$ cat src/common/wit_defines.vh
`ifndef WIT_DEFINES_VH
`define WIT_DEFINES_VH

// ----------------------------------------
// Register indices (byte address is index times four)
// ----------------------------------------
`define WIT_IDX_MODE       18'h0ff6f
`define WIT_IDX_STATUS     18'h0ff70
`define WIT_IDX_MASK       18'h0ff71
`define WIT_IDX_SET        18'h0ff72
`define WIT_IDX_CLR        18'h0ff73
`define WIT_IDX_COUNT      18'h0ff74

// ----------------------------------------
// Mode register fields and reset value
// ----------------------------------------
`define WIT_MODE_RESET     8'h00
`define WIT_BIT_ENABLE     0
`define WIT_BIT_RUN        1
`define WIT_WSEL_LO        2
`define WIT_WSEL_HI        3
`define WIT_ISEL_LO        4
`define WIT_ISEL_HI        6
`define WIT_BIT_CLKSEL     7

// ----------------------------------------
// Watch period codes
// ----------------------------------------
`define WIT_WSEL_P14       2'h0
`define WIT_WSEL_P13       2'h1
`define WIT_WSEL_P5        2'h2
`define WIT_WSEL_P4        2'h3

// ----------------------------------------
// Status and mask layout
// ----------------------------------------
`define WIT_ST_WATCH       0
`define WIT_ST_INTERVAL    1
`define WIT_ST_RESET       2'h0

// ----------------------------------------
// Divider, prescaler and counter figures
// ----------------------------------------
`define WIT_PRS_DIV        128
`define WIT_PRE_WIDTH      11
`define WIT_CNT_WIDTH      5
`define WIT_ISEL_BASE      4
`define WIT_CNT_TAP        9

`endif

$ cat src/logic/wit_timer.v
`timescale 1ns/1ps
`include "wit_defines.vh"

module wit_timer #(
    parameter PRS_DIV   = `WIT_PRS_DIV,
    parameter PRE_WIDTH = `WIT_PRE_WIDTH,
    parameter CNT_WIDTH = `WIT_CNT_WIDTH
) (
    input  wire        clk,
    input  wire        rst,
    input  wire        psel,
    input  wire        penable,
    input  wire        pwrite,
    input  wire [19:0] paddr,
    input  wire [31:0] pwdata,
    input  wire [3:0]  pstrb,
    output reg  [31:0] prdata,
    output wire        pready,
    output wire        pslverr,
    input  wire        sub_clock,
    output reg         watch_interrupt_request,
    output reg         interval_interrupt_request,
    output wire        irq
);

    // ----------------------------------------
    // Register decode
    // ----------------------------------------
    localparam [17:0] IDX_MODE   = `WIT_IDX_MODE;
    localparam [17:0] IDX_STATUS = `WIT_IDX_STATUS;
    localparam [17:0] IDX_MASK   = `WIT_IDX_MASK;
    localparam [17:0] IDX_SET    = `WIT_IDX_SET;
    localparam [17:0] IDX_CLR    = `WIT_IDX_CLR;
    localparam [17:0] IDX_COUNT  = `WIT_IDX_COUNT;

    reg  [7:0]           watch_mode_control;
    reg  [1:0]           status;
    reg  [1:0]           mask;
    reg  [6:0]           div_count;
    reg                  sub_clock_q;
    reg  [PRE_WIDTH-1:0] prescaler;
    reg  [CNT_WIDTH-1:0] counter;

    wire [17:0] idx;
    wire        word_ok;
    wire        hit_mode;
    wire        hit_status;
    wire        hit_mask;
    wire        hit_set;
    wire        hit_clr;
    wire        hit_count;
    wire        mapped;
    wire        access;
    wire        wr_low;

    assign idx        = paddr[19:2];
    assign word_ok    = (paddr[1:0] == 2'h0);
    assign hit_mode   = word_ok && (idx == IDX_MODE);
    assign hit_status = word_ok && (idx == IDX_STATUS);
    assign hit_mask   = word_ok && (idx == IDX_MASK);
    assign hit_set    = word_ok && (idx == IDX_SET);
    assign hit_clr    = word_ok && (idx == IDX_CLR);
    assign hit_count  = word_ok && (idx == IDX_COUNT);
    assign mapped     = hit_mode | hit_status | hit_mask | hit_set | hit_clr | hit_count;

    // The slave never inserts wait states, so every access ends in its first
    // access-phase cycle.
    assign access  = psel & penable;
    assign pready  = 1'b1;
    assign pslverr = access & ~mapped;
    assign wr_low  = access & pwrite & pstrb[0];

    // ----------------------------------------
    // Write strobes
    // ----------------------------------------
    // Writes with pstrb[0] low are dropped, because every writable register lives in byte lane 0.
    wire wr_mode;
    wire wr_set;
    wire wr_clr;
    wire wr_status;
    wire wr_mask;

    assign wr_mode   = wr_low & hit_mode;
    assign wr_set    = wr_low & hit_set;
    assign wr_clr    = wr_low & hit_clr;
    assign wr_status = wr_low & hit_status;
    assign wr_mask   = wr_low & hit_mask;

    // ----------------------------------------
    // Mode register
    // ----------------------------------------
    wire       timer_enable_bit;
    wire       counter_run_control;
    wire [1:0] watch_period_select;
    wire [2:0] interval_select;
    wire       count_clock_select;

    assign timer_enable_bit    = watch_mode_control[`WIT_BIT_ENABLE];
    assign counter_run_control = watch_mode_control[`WIT_BIT_RUN];
    assign watch_period_select = watch_mode_control[`WIT_WSEL_HI:`WIT_WSEL_LO];
    assign interval_select     = watch_mode_control[`WIT_ISEL_HI:`WIT_ISEL_LO];
    assign count_clock_select  = watch_mode_control[`WIT_BIT_CLKSEL];

    // Whole-byte writes go to the mode register itself; the set and clear
    // aliases give single-bit writes that cannot disturb the other bits.
    reg  [7:0] next_watch_mode_control;

    always @* begin
        next_watch_mode_control = watch_mode_control;
        if (wr_mode) begin
            next_watch_mode_control = pwdata[7:0];
        end else if (wr_set) begin
            next_watch_mode_control = watch_mode_control | pwdata[7:0];
        end else if (wr_clr) begin
            next_watch_mode_control = watch_mode_control & ~pwdata[7:0];
        end
    end

    always @(posedge clk) begin
        if (rst) begin
            watch_mode_control <= `WIT_MODE_RESET;
        end else begin
            watch_mode_control <= next_watch_mode_control;
        end
    end

    // ----------------------------------------
    // Watch count clock
    // ----------------------------------------
    // The subsystem clock is a slow level input; its rising edge becomes a
    // one-cycle enable, so the timer stays in the single clk domain.
    localparam [31:0] DIV_LAST_W = PRS_DIV - 1;
    localparam [6:0]  DIV_LAST   = DIV_LAST_W[6:0];

    wire div_tick;
    wire sub_tick;
    wire fw_tick;

    always @(posedge clk) begin
        if (rst) begin
            div_count   <= 7'h00;
            // Following the pin through reset keeps a high pin from faking an edge.
            sub_clock_q <= sub_clock;
        end else begin
            sub_clock_q <= sub_clock;
            if (!timer_enable_bit || div_count == DIV_LAST) begin
                div_count <= 7'h00;
            end else begin
                div_count <= div_count + 7'h01;
            end
        end
    end

    assign div_tick = timer_enable_bit && (div_count == DIV_LAST);
    assign sub_tick = sub_clock & ~sub_clock_q;
    assign fw_tick  = count_clock_select ? sub_tick : div_tick;

    // ----------------------------------------
    // Prescaler stage taps
    // ----------------------------------------
    // stage_done[k] pulses when stage 2^(k+1) completes a period.
    wire [PRE_WIDTH-1:0] stage_done;

    genvar k;
    generate
        for (k = 0; k < PRE_WIDTH; k = k + 1) begin : g_tap
            assign stage_done[k] = fw_tick & (&prescaler[k:0]);
        end
    endgenerate

    reg  [PRE_WIDTH-1:0] next_prescaler;

    always @* begin
        next_prescaler = prescaler;
        if (!timer_enable_bit) begin
            next_prescaler = {PRE_WIDTH{1'b0}};
        end else if (fw_tick) begin
            // Clearing only the run bit leaves this running; that is what
            // makes the first watch period after a restart inexact.
            next_prescaler = prescaler + {{(PRE_WIDTH-1){1'b0}}, 1'b1};
        end
    end

    always @(posedge clk) begin
        if (rst) begin
            prescaler <= {PRE_WIDTH{1'b0}};
        end else begin
            prescaler <= next_prescaler;
        end
    end

    // ----------------------------------------
    // Five-bit counter
    // ----------------------------------------
    wire watch_running;
    wire cnt_step;

    assign watch_running = timer_enable_bit & counter_run_control;
    assign cnt_step      = watch_running & stage_done[`WIT_CNT_TAP - 1];

    // The counter steps only on the 2^9 tap, so the two long watch periods
    // cost five flops rather than three more prescaler stages.
    reg  [CNT_WIDTH-1:0] next_counter;

    always @* begin
        next_counter = counter;
        if (!watch_running) begin
            next_counter = {CNT_WIDTH{1'b0}};
        end else if (cnt_step) begin
            next_counter = counter + {{(CNT_WIDTH-1){1'b0}}, 1'b1};
        end
    end

    always @(posedge clk) begin
        if (rst) begin
            counter <= {CNT_WIDTH{1'b0}};
        end else begin
            counter <= next_counter;
        end
    end

    // ----------------------------------------
    // Watch and interval events
    // ----------------------------------------
    reg watch_event;
    reg interval_event;

    always @* begin
        case (watch_period_select)
            `WIT_WSEL_P14: watch_event = cnt_step & (&counter);
            `WIT_WSEL_P13: watch_event = cnt_step & (&counter[CNT_WIDTH-2:0]);
            `WIT_WSEL_P5:  watch_event = watch_running & stage_done[4];
            `WIT_WSEL_P4:  watch_event = watch_running & stage_done[3];
            default:       watch_event = 1'b0;
        endcase
    end

    // Code n selects stage 2^(n+4), which is stage_done[n+3].
    always @* begin
        case (interval_select)
            3'h0:    interval_event = stage_done[3];
            3'h1:    interval_event = stage_done[4];
            3'h2:    interval_event = stage_done[5];
            3'h3:    interval_event = stage_done[6];
            3'h4:    interval_event = stage_done[7];
            3'h5:    interval_event = stage_done[8];
            3'h6:    interval_event = stage_done[9];
            3'h7:    interval_event = stage_done[10];
            default: interval_event = 1'b0;
        endcase
    end

    // The counter starts from zero while the prescaler keeps its phase, so the
    // first watch event lands off the period and every later one is exact.
    always @(posedge clk) begin
        if (rst) begin
            watch_interrupt_request    <= 1'b0;
            interval_interrupt_request <= 1'b0;
        end else begin
            watch_interrupt_request    <= watch_event;
            interval_interrupt_request <= timer_enable_bit & interval_event;
        end
    end

    // ----------------------------------------
    // Interrupt status and mask
    // ----------------------------------------
    wire [1:0] events;
    wire [1:0] clear_bits;
    wire [1:0] next_status;
    wire [1:0] next_mask;

    assign events      = {interval_interrupt_request, watch_interrupt_request};
    assign clear_bits  = wr_status ? pwdata[1:0] : 2'h0;
    // A request arriving in the cycle of its clear wins over the clear.
    assign next_status = (status & ~clear_bits) | events;
    assign next_mask   = wr_mask ? pwdata[1:0] : mask;

    always @(posedge clk) begin
        if (rst) begin
            status <= `WIT_ST_RESET;
            mask   <= `WIT_ST_RESET;
        end else begin
            status <= next_status;
            mask   <= next_mask;
        end
    end

    // ----------------------------------------
    // Interrupt line
    // ----------------------------------------
    // The line is a plain level, so it drops in the cycle after software
    // clears the last unmasked status bit.
    assign irq = |(status & mask);

    // ----------------------------------------
    // Read data
    // ----------------------------------------
    // Read data is registered in the setup cycle and stands through the
    // access phase; the count register lets software watch the phase.
    reg  [31:0] next_prdata;

    always @* begin
        next_prdata = prdata;
        if (psel && !penable && !pwrite) begin
            if (hit_mode || hit_set || hit_clr) begin
                next_prdata = {24'h00_0000, watch_mode_control};
            end else if (hit_status) begin
                next_prdata = {30'h0000_0000, status};
            end else if (hit_mask) begin
                next_prdata = {30'h0000_0000, mask};
            end else if (hit_count) begin
                next_prdata = {11'h000, counter, 5'h00, prescaler};
            end else begin
                next_prdata = 32'h0000_0000;
            end
        end
    end

    always @(posedge clk) begin
        if (rst) begin
            prdata <= 32'h0000_0000;
        end else begin
            prdata <= next_prdata;
        end
    end

    // relies on software: the clock and interval selects take effect at
    // once, so changing them while running shifts the current period.

endmodule

$ cat config.mk
export PLATFORM = sky130hd
export DESIGN_NAME = wit_timer
export DESIGN_NICKNAME = d
export VERILOG_FILES = /design/src/logic/wit_timer.v
export VERILOG_INCLUDE_DIRS = /design/src /design/src/common
export SDC_FILE = /design/constraint.sdc
export NUM_CORES = 1
export LEC_CHECK = 0
export BUFFER_PORTS_ARGS = -buffer_cell sky130_fd_sc_hd__buf_4
export CAP_MARGIN = 15
export CORE_MARGIN = 3
export CORE_UTILIZATION = 49
export DETAILED_ROUTE_END_ITERATION = 10
export GPL_TIMING_DRIVEN = 0
export PLACE_DENSITY = 0.9
export REMOVE_ABC_BUFFERS = 1
export SYNTH_ARGS = -nofsm -noshare
export SYNTH_HDL_FRONTEND = slang
export SYNTH_SLANG_ARGS = --single-unit
export TNS_END_PERCENT = 50
$ cat constraint.sdc
create_clock -name clk -period 2.45 [get_ports clk]
set_input_delay 0.245 -clock clk [delete_from_list [all_inputs] [get_ports clk]]
set_output_delay 0.245 -clock clk [all_outputs]
set_load 0.05 [all_outputs]
Word level (Yosys, flattened, before mapping)
Index checks and enable logic that the tools add are counted.
- flip-flop bits (word level): 70
- bits in latches: 0
- bits in writable memories: 0
- bits in read-only memories: 0
- bits of input ports: 62
- output and inout port bits: 37
- word-level logic and storage cells: 115
- memories: 0
- $add $sub $neg: 3
- multiply operators: 0
- divide/modulo/power cells: 0
- magnitude comparators: 0
- equality and inequality tests: 17
- shift-type cells: 0
- multiplexer cells: 11
- bitwise logic cells: 41
- reductions and logical operators: 33
- operators by type and width (kind ; count):
    18-bit by 16-bit equality test with 1-bit output, second input constant ; 6
    21-bit two-way mux ; 4
    1-bit bitwise AND ; 25
    8-bit two-way mux ; 3
    3-bit equality test, second input constant ; 4
    11-bit by 1-bit adder with 11-bit output, second input constant ; 1
    11-bit AND reduction ; 1
    10-bit AND reduction ; 1
    5-bit AND reduction ; 2
    1-bit logical AND ; 9
    9-bit AND reduction ; 1
    8-bit bitwise AND ; 1
    8-bit NOT ; 1
    8-bit OR ; 1
    1-bit case mux with 8 select lines ; 1
    4-bit AND reduction ; 2
    8-bit AND reduction ; 1
    2-bit OR reduction ; 4
    7-bit by 1-bit adder with 7-bit output, second input constant ; 1
    7-bit equality test, second input constant ; 1
    7-bit AND reduction ; 1
    3-bit by 2-bit equality test with 1-bit output, second input constant ; 2
    6-bit AND reduction ; 1
    5-bit by 1-bit adder with 5-bit output, second input constant ; 1
    other kinds (16) ; 30

Depth between registers and ports, before layout
Gate-level depths: netlist of the first run.
- word-level depth: 9
- mapped depth: 7

Least setup slack after synthesis of the first run
OpenSTA, ideal clock, no wires.
- path kind: register -> register
- start: register prescaler[0]
- end: register watch_interrupt_request
- data arrival time: 1684 ps
- path slack: 696 ps
- cell stages (with the launch flop): 8
- path buffers: 1
- period minus slack after synthesis: 1754 ps
- path through: dfxtp_1 ha_1 and3_1 and3_1 buf_2 nand3_2 or3_1 a21oi_1
- longest elaborated chain between the ends: 5
- ends and longest elaborated chain (element ; line ; RTL):
    start, declared ; wit_timer.v:41 ; reg [PRE_WIDTH-1:0] prescaler;
    start signal, assigned ; wit_timer.v:186 ; prescaler <= {PRE_WIDTH{1'b0}};
    start signal, assigned ; wit_timer.v:188 ; prescaler <= next_prescaler;
    9-bit AND reduction ; wit_timer.v:167 ; assign stage_done[k] = fw_tick & (&prescaler[k:0]);
    1-bit bitwise AND ; wit_timer.v:167 ;
    1-bit bitwise AND ; wit_timer.v:199 ; assign cnt_step = watch_running & stage_done[`WIT_CNT_TAP - 1];
    1-bit bitwise AND (on tied branches) ; wit_timer.v:231, wit_timer.v:230 ;
    1-bit case mux with 4 select lines (*) ; wit_timer.v:229 ; case (watch_period_select)
    end signal, assigned ; wit_timer.v:260 ; watch_interrupt_request <= watch_event;
    end, declared ; wit_timer.v:21 ; output reg watch_interrupt_request,
Mark *: on every way between the ends. The rest lies on a longest branch, timed or not.
A chain may end at the register's enable or synchronous reset.

Final worst setup path of the first run
- start: register div_count[0]
- end: register watch_interrupt_request
- longest elaborated chain between the ends: 7
- ends and longest elaborated chain (element ; line ; RTL):
    start, declared ; wit_timer.v:39 ; reg [6:0] div_count;
    start signal, assigned ; wit_timer.v:149 ; div_count <= div_count + 7'h01;
    7-bit equality test (*) ; wit_timer.v:154 ; assign div_tick = timer_enable_bit && (div_count == DIV_LAST);
    1-bit logical AND (*) ; wit_timer.v:154 ;
    1-bit two-way mux (*) ; wit_timer.v:156 ; assign fw_tick = count_clock_select ? sub_tick : div_tick;
    1-bit bitwise AND ; wit_timer.v:167 ;
    1-bit bitwise AND ; wit_timer.v:199 ;
    1-bit bitwise AND (on tied branches) ; wit_timer.v:231, wit_timer.v:230 ;
    1-bit case mux with 4 select lines (*) ; wit_timer.v:229 ;
Marks and branches as above.

==> impl_metrics.yaml, run 1 <==
cts:
  clkSlewWorstSetupHoldPaths_ps: 100
  cts_tree: "built"
  cts_hold_buf: 0
  postCtsSetupBuffers: 0
  cts_buffers: 5
  clock_latency_ps: 310
  htreeDepth: 2
  clockRootBuffer: "clkbuf_8"
  cts_sinks: 54
  cts_resized: 1
  clk_path_buf_depth: 2
finish:
  utilization_pct: 60.47
  drive_gt1_share_pct: 22.62
  nNetsFinal: 403
  area_delta_synth_final_pct: 17.54
  fill_cells: 448
  diodes: 0
  instances_no_fill: 406
logic_synthesis:
  synth.largest_area_cell: "dfxtp_1"
  synth.most_common_cell: "dfxtp_1"
  ys_seq_area_share_pct: 40.62
  syn_area_sq_um: 2661
  yosysUniqueCellTypes: 47
  ys_warn_count: 0
  ys_seq_elements: 54
  avgSynthCellArea_sq_um: 9.273
  synth_flop_cell: "dfxtp_1"
  async_reset_ff_share_pct: 0
  syn-instance-count: 287
  synth_area_leaders: "dfxtp_1 (41%), nor2_1 (6.1%), buf_4 (4.8%)"
  synth_top_cell_area_share_pct: 40.62
  synth_edf_count: 0
  synth_commonest_cells: "dfxtp_1 (54), nor2_1 (43), buf_4 (17), nand2_1 (17)"
placed_design:
  post-dp-hpwl_um: 4452
  dp.cells: 399
  port_buffers: 54
  place_worst_setup_slack_ps: -130.7
  gp_congestion: 0.8420
floorplan:
  core_sq_um: 5172
  die_w_um: 79.70
  initial_utilization_pct: 51.45
  die_y_um: 79.70
  dieArea_sq_um: 6351
  ioPinCount: 99
  core.rowCount: 26
status:
  status: "completed"
route:
  post_drt_wl_per_cell_um: 14.69
  drcViolationCount: 0
  antenna_left: 0
  first_pass_iters: 4
  via_per_inst: 5.589
  vias: 2269
  drt_iter0_drc: 177
  wirelength_um: 5963
setup_path:
  critPathMaxStageDelay_ps: 600
  startpoint: "div_count[0]"
  r2r_start: "div_count[0]"
  required_ps: 2690
  cp.arrival_ps: 2480
  start_kind: "register"
  r2r_slack_ps: 210
  crit_path_max_fanout: 15
  slowest_stage: "o21ai_2"
  crit_type: "reg -> reg"
  worst_setup_path_end_kind: "register"
  worstPathBufferInverterCount: 0
  crit_chain: "ha_1 > nand4_1 > o21ai_2 > nand3_2 > or3_1 > a21oi_1"
  cp_top_family: "simple AND/OR/NAND/NOR gates"
global_routing:
  first_global_vias: 2133
  grt-ovfl-total: 0
  antenna_found_initial: 0
  grt_util_all_layers_pct: 19.43
  grt_first_pass_wirelength_um: 9742
  grt_start_max_net_pins: 25
sta:
  worst_pin_slew_ps: 860.8
  fin_crit_ps: 2237
  relSlewSlack_pct: 42.46
  hold_viol: 0
  fmax_mhz: 447.0
  fin_crit_sh_pct: 91.30
  rsz0062_at_grt: "false"
  setup_ws_ps: 213.1
  slew_violations: 0
  setup_viol: 0
  fin_tns_setup_ps: 0
  finClkSkew_ps: 9.941
hold_path:
  worstHoldStart: "sub_clock"
  min_path_type: "in -> reg"
power_and_ir_drop:
  total_power_uw: 1505
  power.density_nw_per_um2: 481.2
  p_leak_uw: 0.001241
  irDropWorstVdd_mv: 0.3565
job:
  cap_violations: 0
-- metal layers --
layer	global-route usage (%)	wire [um]
met1	24.39	2515
met2	32.55	2867
met3	4.515	494
met4	6.701	85
met5	0	0
-- logic make-up after synthesis --
family | count (synthesis) | share of synthesized area [%]
AOI/OAI and AO/OA | 54 | 15.84
xor gates and xnor gates | 16 | 5.265
adders and majority gates | 5 | 2.351
buffers and inverters | 32 | 7.099
DFF | 54 | 40.62
muxes | 13 | 4.937
other | 2 | 0.2822
and+or+nand+nor | 111 | 23.60
-- through the flow --
step / hold slack [ps] / area (sq um)
after detailed placement: 366.0 / 3040
after floorplan: 272.7 / 2547
after global placement: 364.1 / 3040
final: 36.17 / 3128
after global routing: 29.34 / 3128
after CTS: 32.14 / 3128
-- cells in the final DEF (no fill, tap or decap), drive strengths merged, types with 3 or more instances in the layout --
| master | instances |
|---|---|
| ha | 5 |
| o2bb2ai | 3 |
| nand3 | 6 |
| mux2i | 12 |
| nand4 | 11 |
| nor4b | 5 |
| and3 | 5 |
| o21ai | 12 |
| o211a | 3 |
| buf | 54 |
| a22oi | 14 |
| xnor2 | 4 |
| clkbuf | 5 |
| xor2 | 12 |
| or3 | 4 |
| nand2b | 3 |
| nor2 | 43 |
| inv | 5 |
| conb | 17 |
| and4bb | 3 |
| a221o | 6 |
| a21oi | 9 |
| dfxtp | 54 |
| nand2 | 17 |
-- final cells by class --
type | count | area [sq um] | area share, %
flip-flops and latches | 54 | 1081 | 34.56
inverters | 5 | 18.77 | 0.6000
clock buffers | 5 | 68.82 | 2.200
multi-input cells | 216 | 1451 | 46.40
repair buffers | 54 | 405.4 | 12.96
clock inverters | 2 | 15.01 | 0.4800
well taps | 70 | 87.58 | 2.800
-- where the power goes --
group / internal, uW / switching, uW / total, uW / leakage, uW
registers: 878 / 0.185 / 878 / 0.000435
clock network: 196 / 287 / 482 / 0.0000362
logic: 46.0 / 98.9 / 145 / 0.000770
-- final timing paths --
check / end / cells after the start
hold / removal: sub_clock_q / 1
hold reg to reg: div_count[0] / 1
setup / recovery: watch_interrupt_request / 6
setup reg to reg: watch_interrupt_request / 6
Power figures use the tool's default switching activity.
==> run 2, diff against run 1 <==
--- a/config.mk
+++ b/config.mk
@@ -9,10 +9,11 @@
 export BUFFER_PORTS_ARGS = -buffer_cell sky130_fd_sc_hd__buf_4
 export CAP_MARGIN = 15
 export CORE_MARGIN = 3
-export CORE_UTILIZATION = 49
+export CORE_UTILIZATION = 51
+export CTS_BUF_LIST = sky130_fd_sc_hd__clkbuf_2 sky130_fd_sc_hd__clkbuf_4 sky130_fd_sc_hd__clkbuf_8
 export DETAILED_ROUTE_END_ITERATION = 10
 export GPL_TIMING_DRIVEN = 0
-export PLACE_DENSITY = 0.9
+export PLACE_DENSITY = 0.92
 export REMOVE_ABC_BUFFERS = 1
 export SYNTH_ARGS = -nofsm -noshare
 export SYNTH_HDL_FRONTEND = slang
==> impl_metrics.yaml, run 2 (synthesis results as in run 1) <==
sta:
  fin_crit_ps: 2227
  relSlewSlack_pct: 45.25
  finClkSkew_ps: 8.949
  worst_pin_slew_ps: 819.2
  slew_violations: 0
  hold_viol: 0
  fin_tns_setup_ps: 0
  whs_ps: 37.68
  fin_crit_sh_pct: 90.89
  setup_viol: 0
  fmax_mhz: 449.1
  rsz0062_at_grt: "false"
  setup_ws_ps: 223.1
finish:
  multiInputGateArea_sq_um: 1451
  instances_no_fill: 404
  nNetsFinal: 403
  final_cell_mix: "dfxtp_1 (54), buf_4 (54), nor2_1 (43), nand2_1 (17), conb_1 (17)"
  diodes: 0
  area_delta_synth_final_pct: 18.48
  register_area_sq_um: 1081
  finalInstanceArea_sq_um: 3153
  drive_gt1_share_pct: 22.85
  fill_cells: 391
route:
  via_per_inst: 5.745
  wirelength_um: 6315
  drt_iter0_drc: 136
  antenna_left: 0
  drcViolationCount: 0
  first_pass_iters: 4
  post_drt_wl_per_cell_um: 15.63
  vias: 2321
setup_path:
  start_kind: "register"
  required_ps: 2690
  crit_type: "reg -> reg"
  crit_path_max_fanout: 15
  ff2ff_path_depth: 6
  cp.arrival_ps: 2470
  worst_setup_path_end_kind: "register"
power_and_ir_drop:
  p_leak_uw: 0.001263
  power.density_nw_per_um2: 515.1
  irDropWorstVdd_mv: 0.3750
hold_path:
  min_path_type: "in -> reg"
  holdPathStages: 1
status:
  status: "completed"
global_routing:
  antenna_found_initial: 0
  gr-usage-met2_pct: 35.36
  grt-ovfl-total: 0
  grtUsageMet3_pct: 5.619
  met1_usage_pct: 24.51
  first_global_vias: 2263
  grt_util_all_layers_pct: 20.86
  grt_first_pass_wirelength_um: 10190
  grt_start_max_net_pins: 25
  grt_most_used_layer: "met2"
floorplan:
  dieArea_sq_um: 6121
  core.rowCount: 25
  ioPinCount: 99
  core_sq_um: 4880
  die_y_um: 78.24
  initial_utilization_pct: 54.54
  die_w_um: 78.24
placed_design:
  port_buffers: 54
  place_area_sq_um: 3037
  place_worst_setup_slack_ps: -148.6
  dp.cells: 396
  gp_congestion: 0.9097
  post-dp-hpwl_um: 4627
cts:
  htreeDepth: 2
  cts_buffers: 5
  cts_hold_buf: 0
  clk_path_buf_depth: 2
  clockRootBuffer: "clkbuf_8"
  cts_tree: "built"
  cts_sinks: 54
  clock_latency_ps: 310
  clkSlewWorstSetupHoldPaths_ps: 100
job:
  cap_violations: 0
run 2: changes by cell type in the layout (fill, tap and decap cells not counted), sizes merged:
cell,delta
bufinv,+1
clkinv,+1
clkinvlp,-2
inv,+1
run 2: layout make-up:
type	instances	area share, %
inverters	5	0.5952
well taps	67	2.659
clock buffers	5	2.183
flip-flops and latches	54	34.29
repair buffers	54	12.86
multi-input cells	216	46.03
clock inverters	3	1.389
run 2: critical path, stage by stage (launching register included):
cell	delay (ps)
dfxtp_1	360
ha_1	220
nand4_1	130
o21ai_2	590
nand3_2	300
or3_1	420
a21oi_1	140
run 2: metal layers:
layer / up-vias / wire length (um)
li1: 1103 / -
met1: 1081 / 2562
met2: 116 / 3042
met3: 21 / 527
met4: 0 / 182
met5: - / 0
run 2: stage by stage:
stage / power (uW) / utilization (%)
after floorplan: 979.8 / -
after CTS: 1632 / 64.62
final: 1624 / 64.62
after detailed placement: 1042 / 62.23
after global routing: 1677 / 64.62
after global placement: 1040 / 62.23
run 2: final timing paths:
path                     start                       to  slack (ps)
setup reg to reg  div_count[0]  watch_interrupt_request         220
setup / recovery  div_count[0]  watch_interrupt_request         220
hold / removal       sub_clock              sub_clock_q          40
hold reg to reg   div_count[0]             div_count[0]         450
run 2: what timing repair did:
action,in CTS,in global routing
buffers inserted,0,0
setup endpoints to repair,2,0
resized for setup,1,0
run 2: report_power, final:
group	total (uW)	switching [uW]	internal, uW
sequential	878	0.195	878
clock	600	294	306
combinational	146	100	46.1
total	1620	394	1230
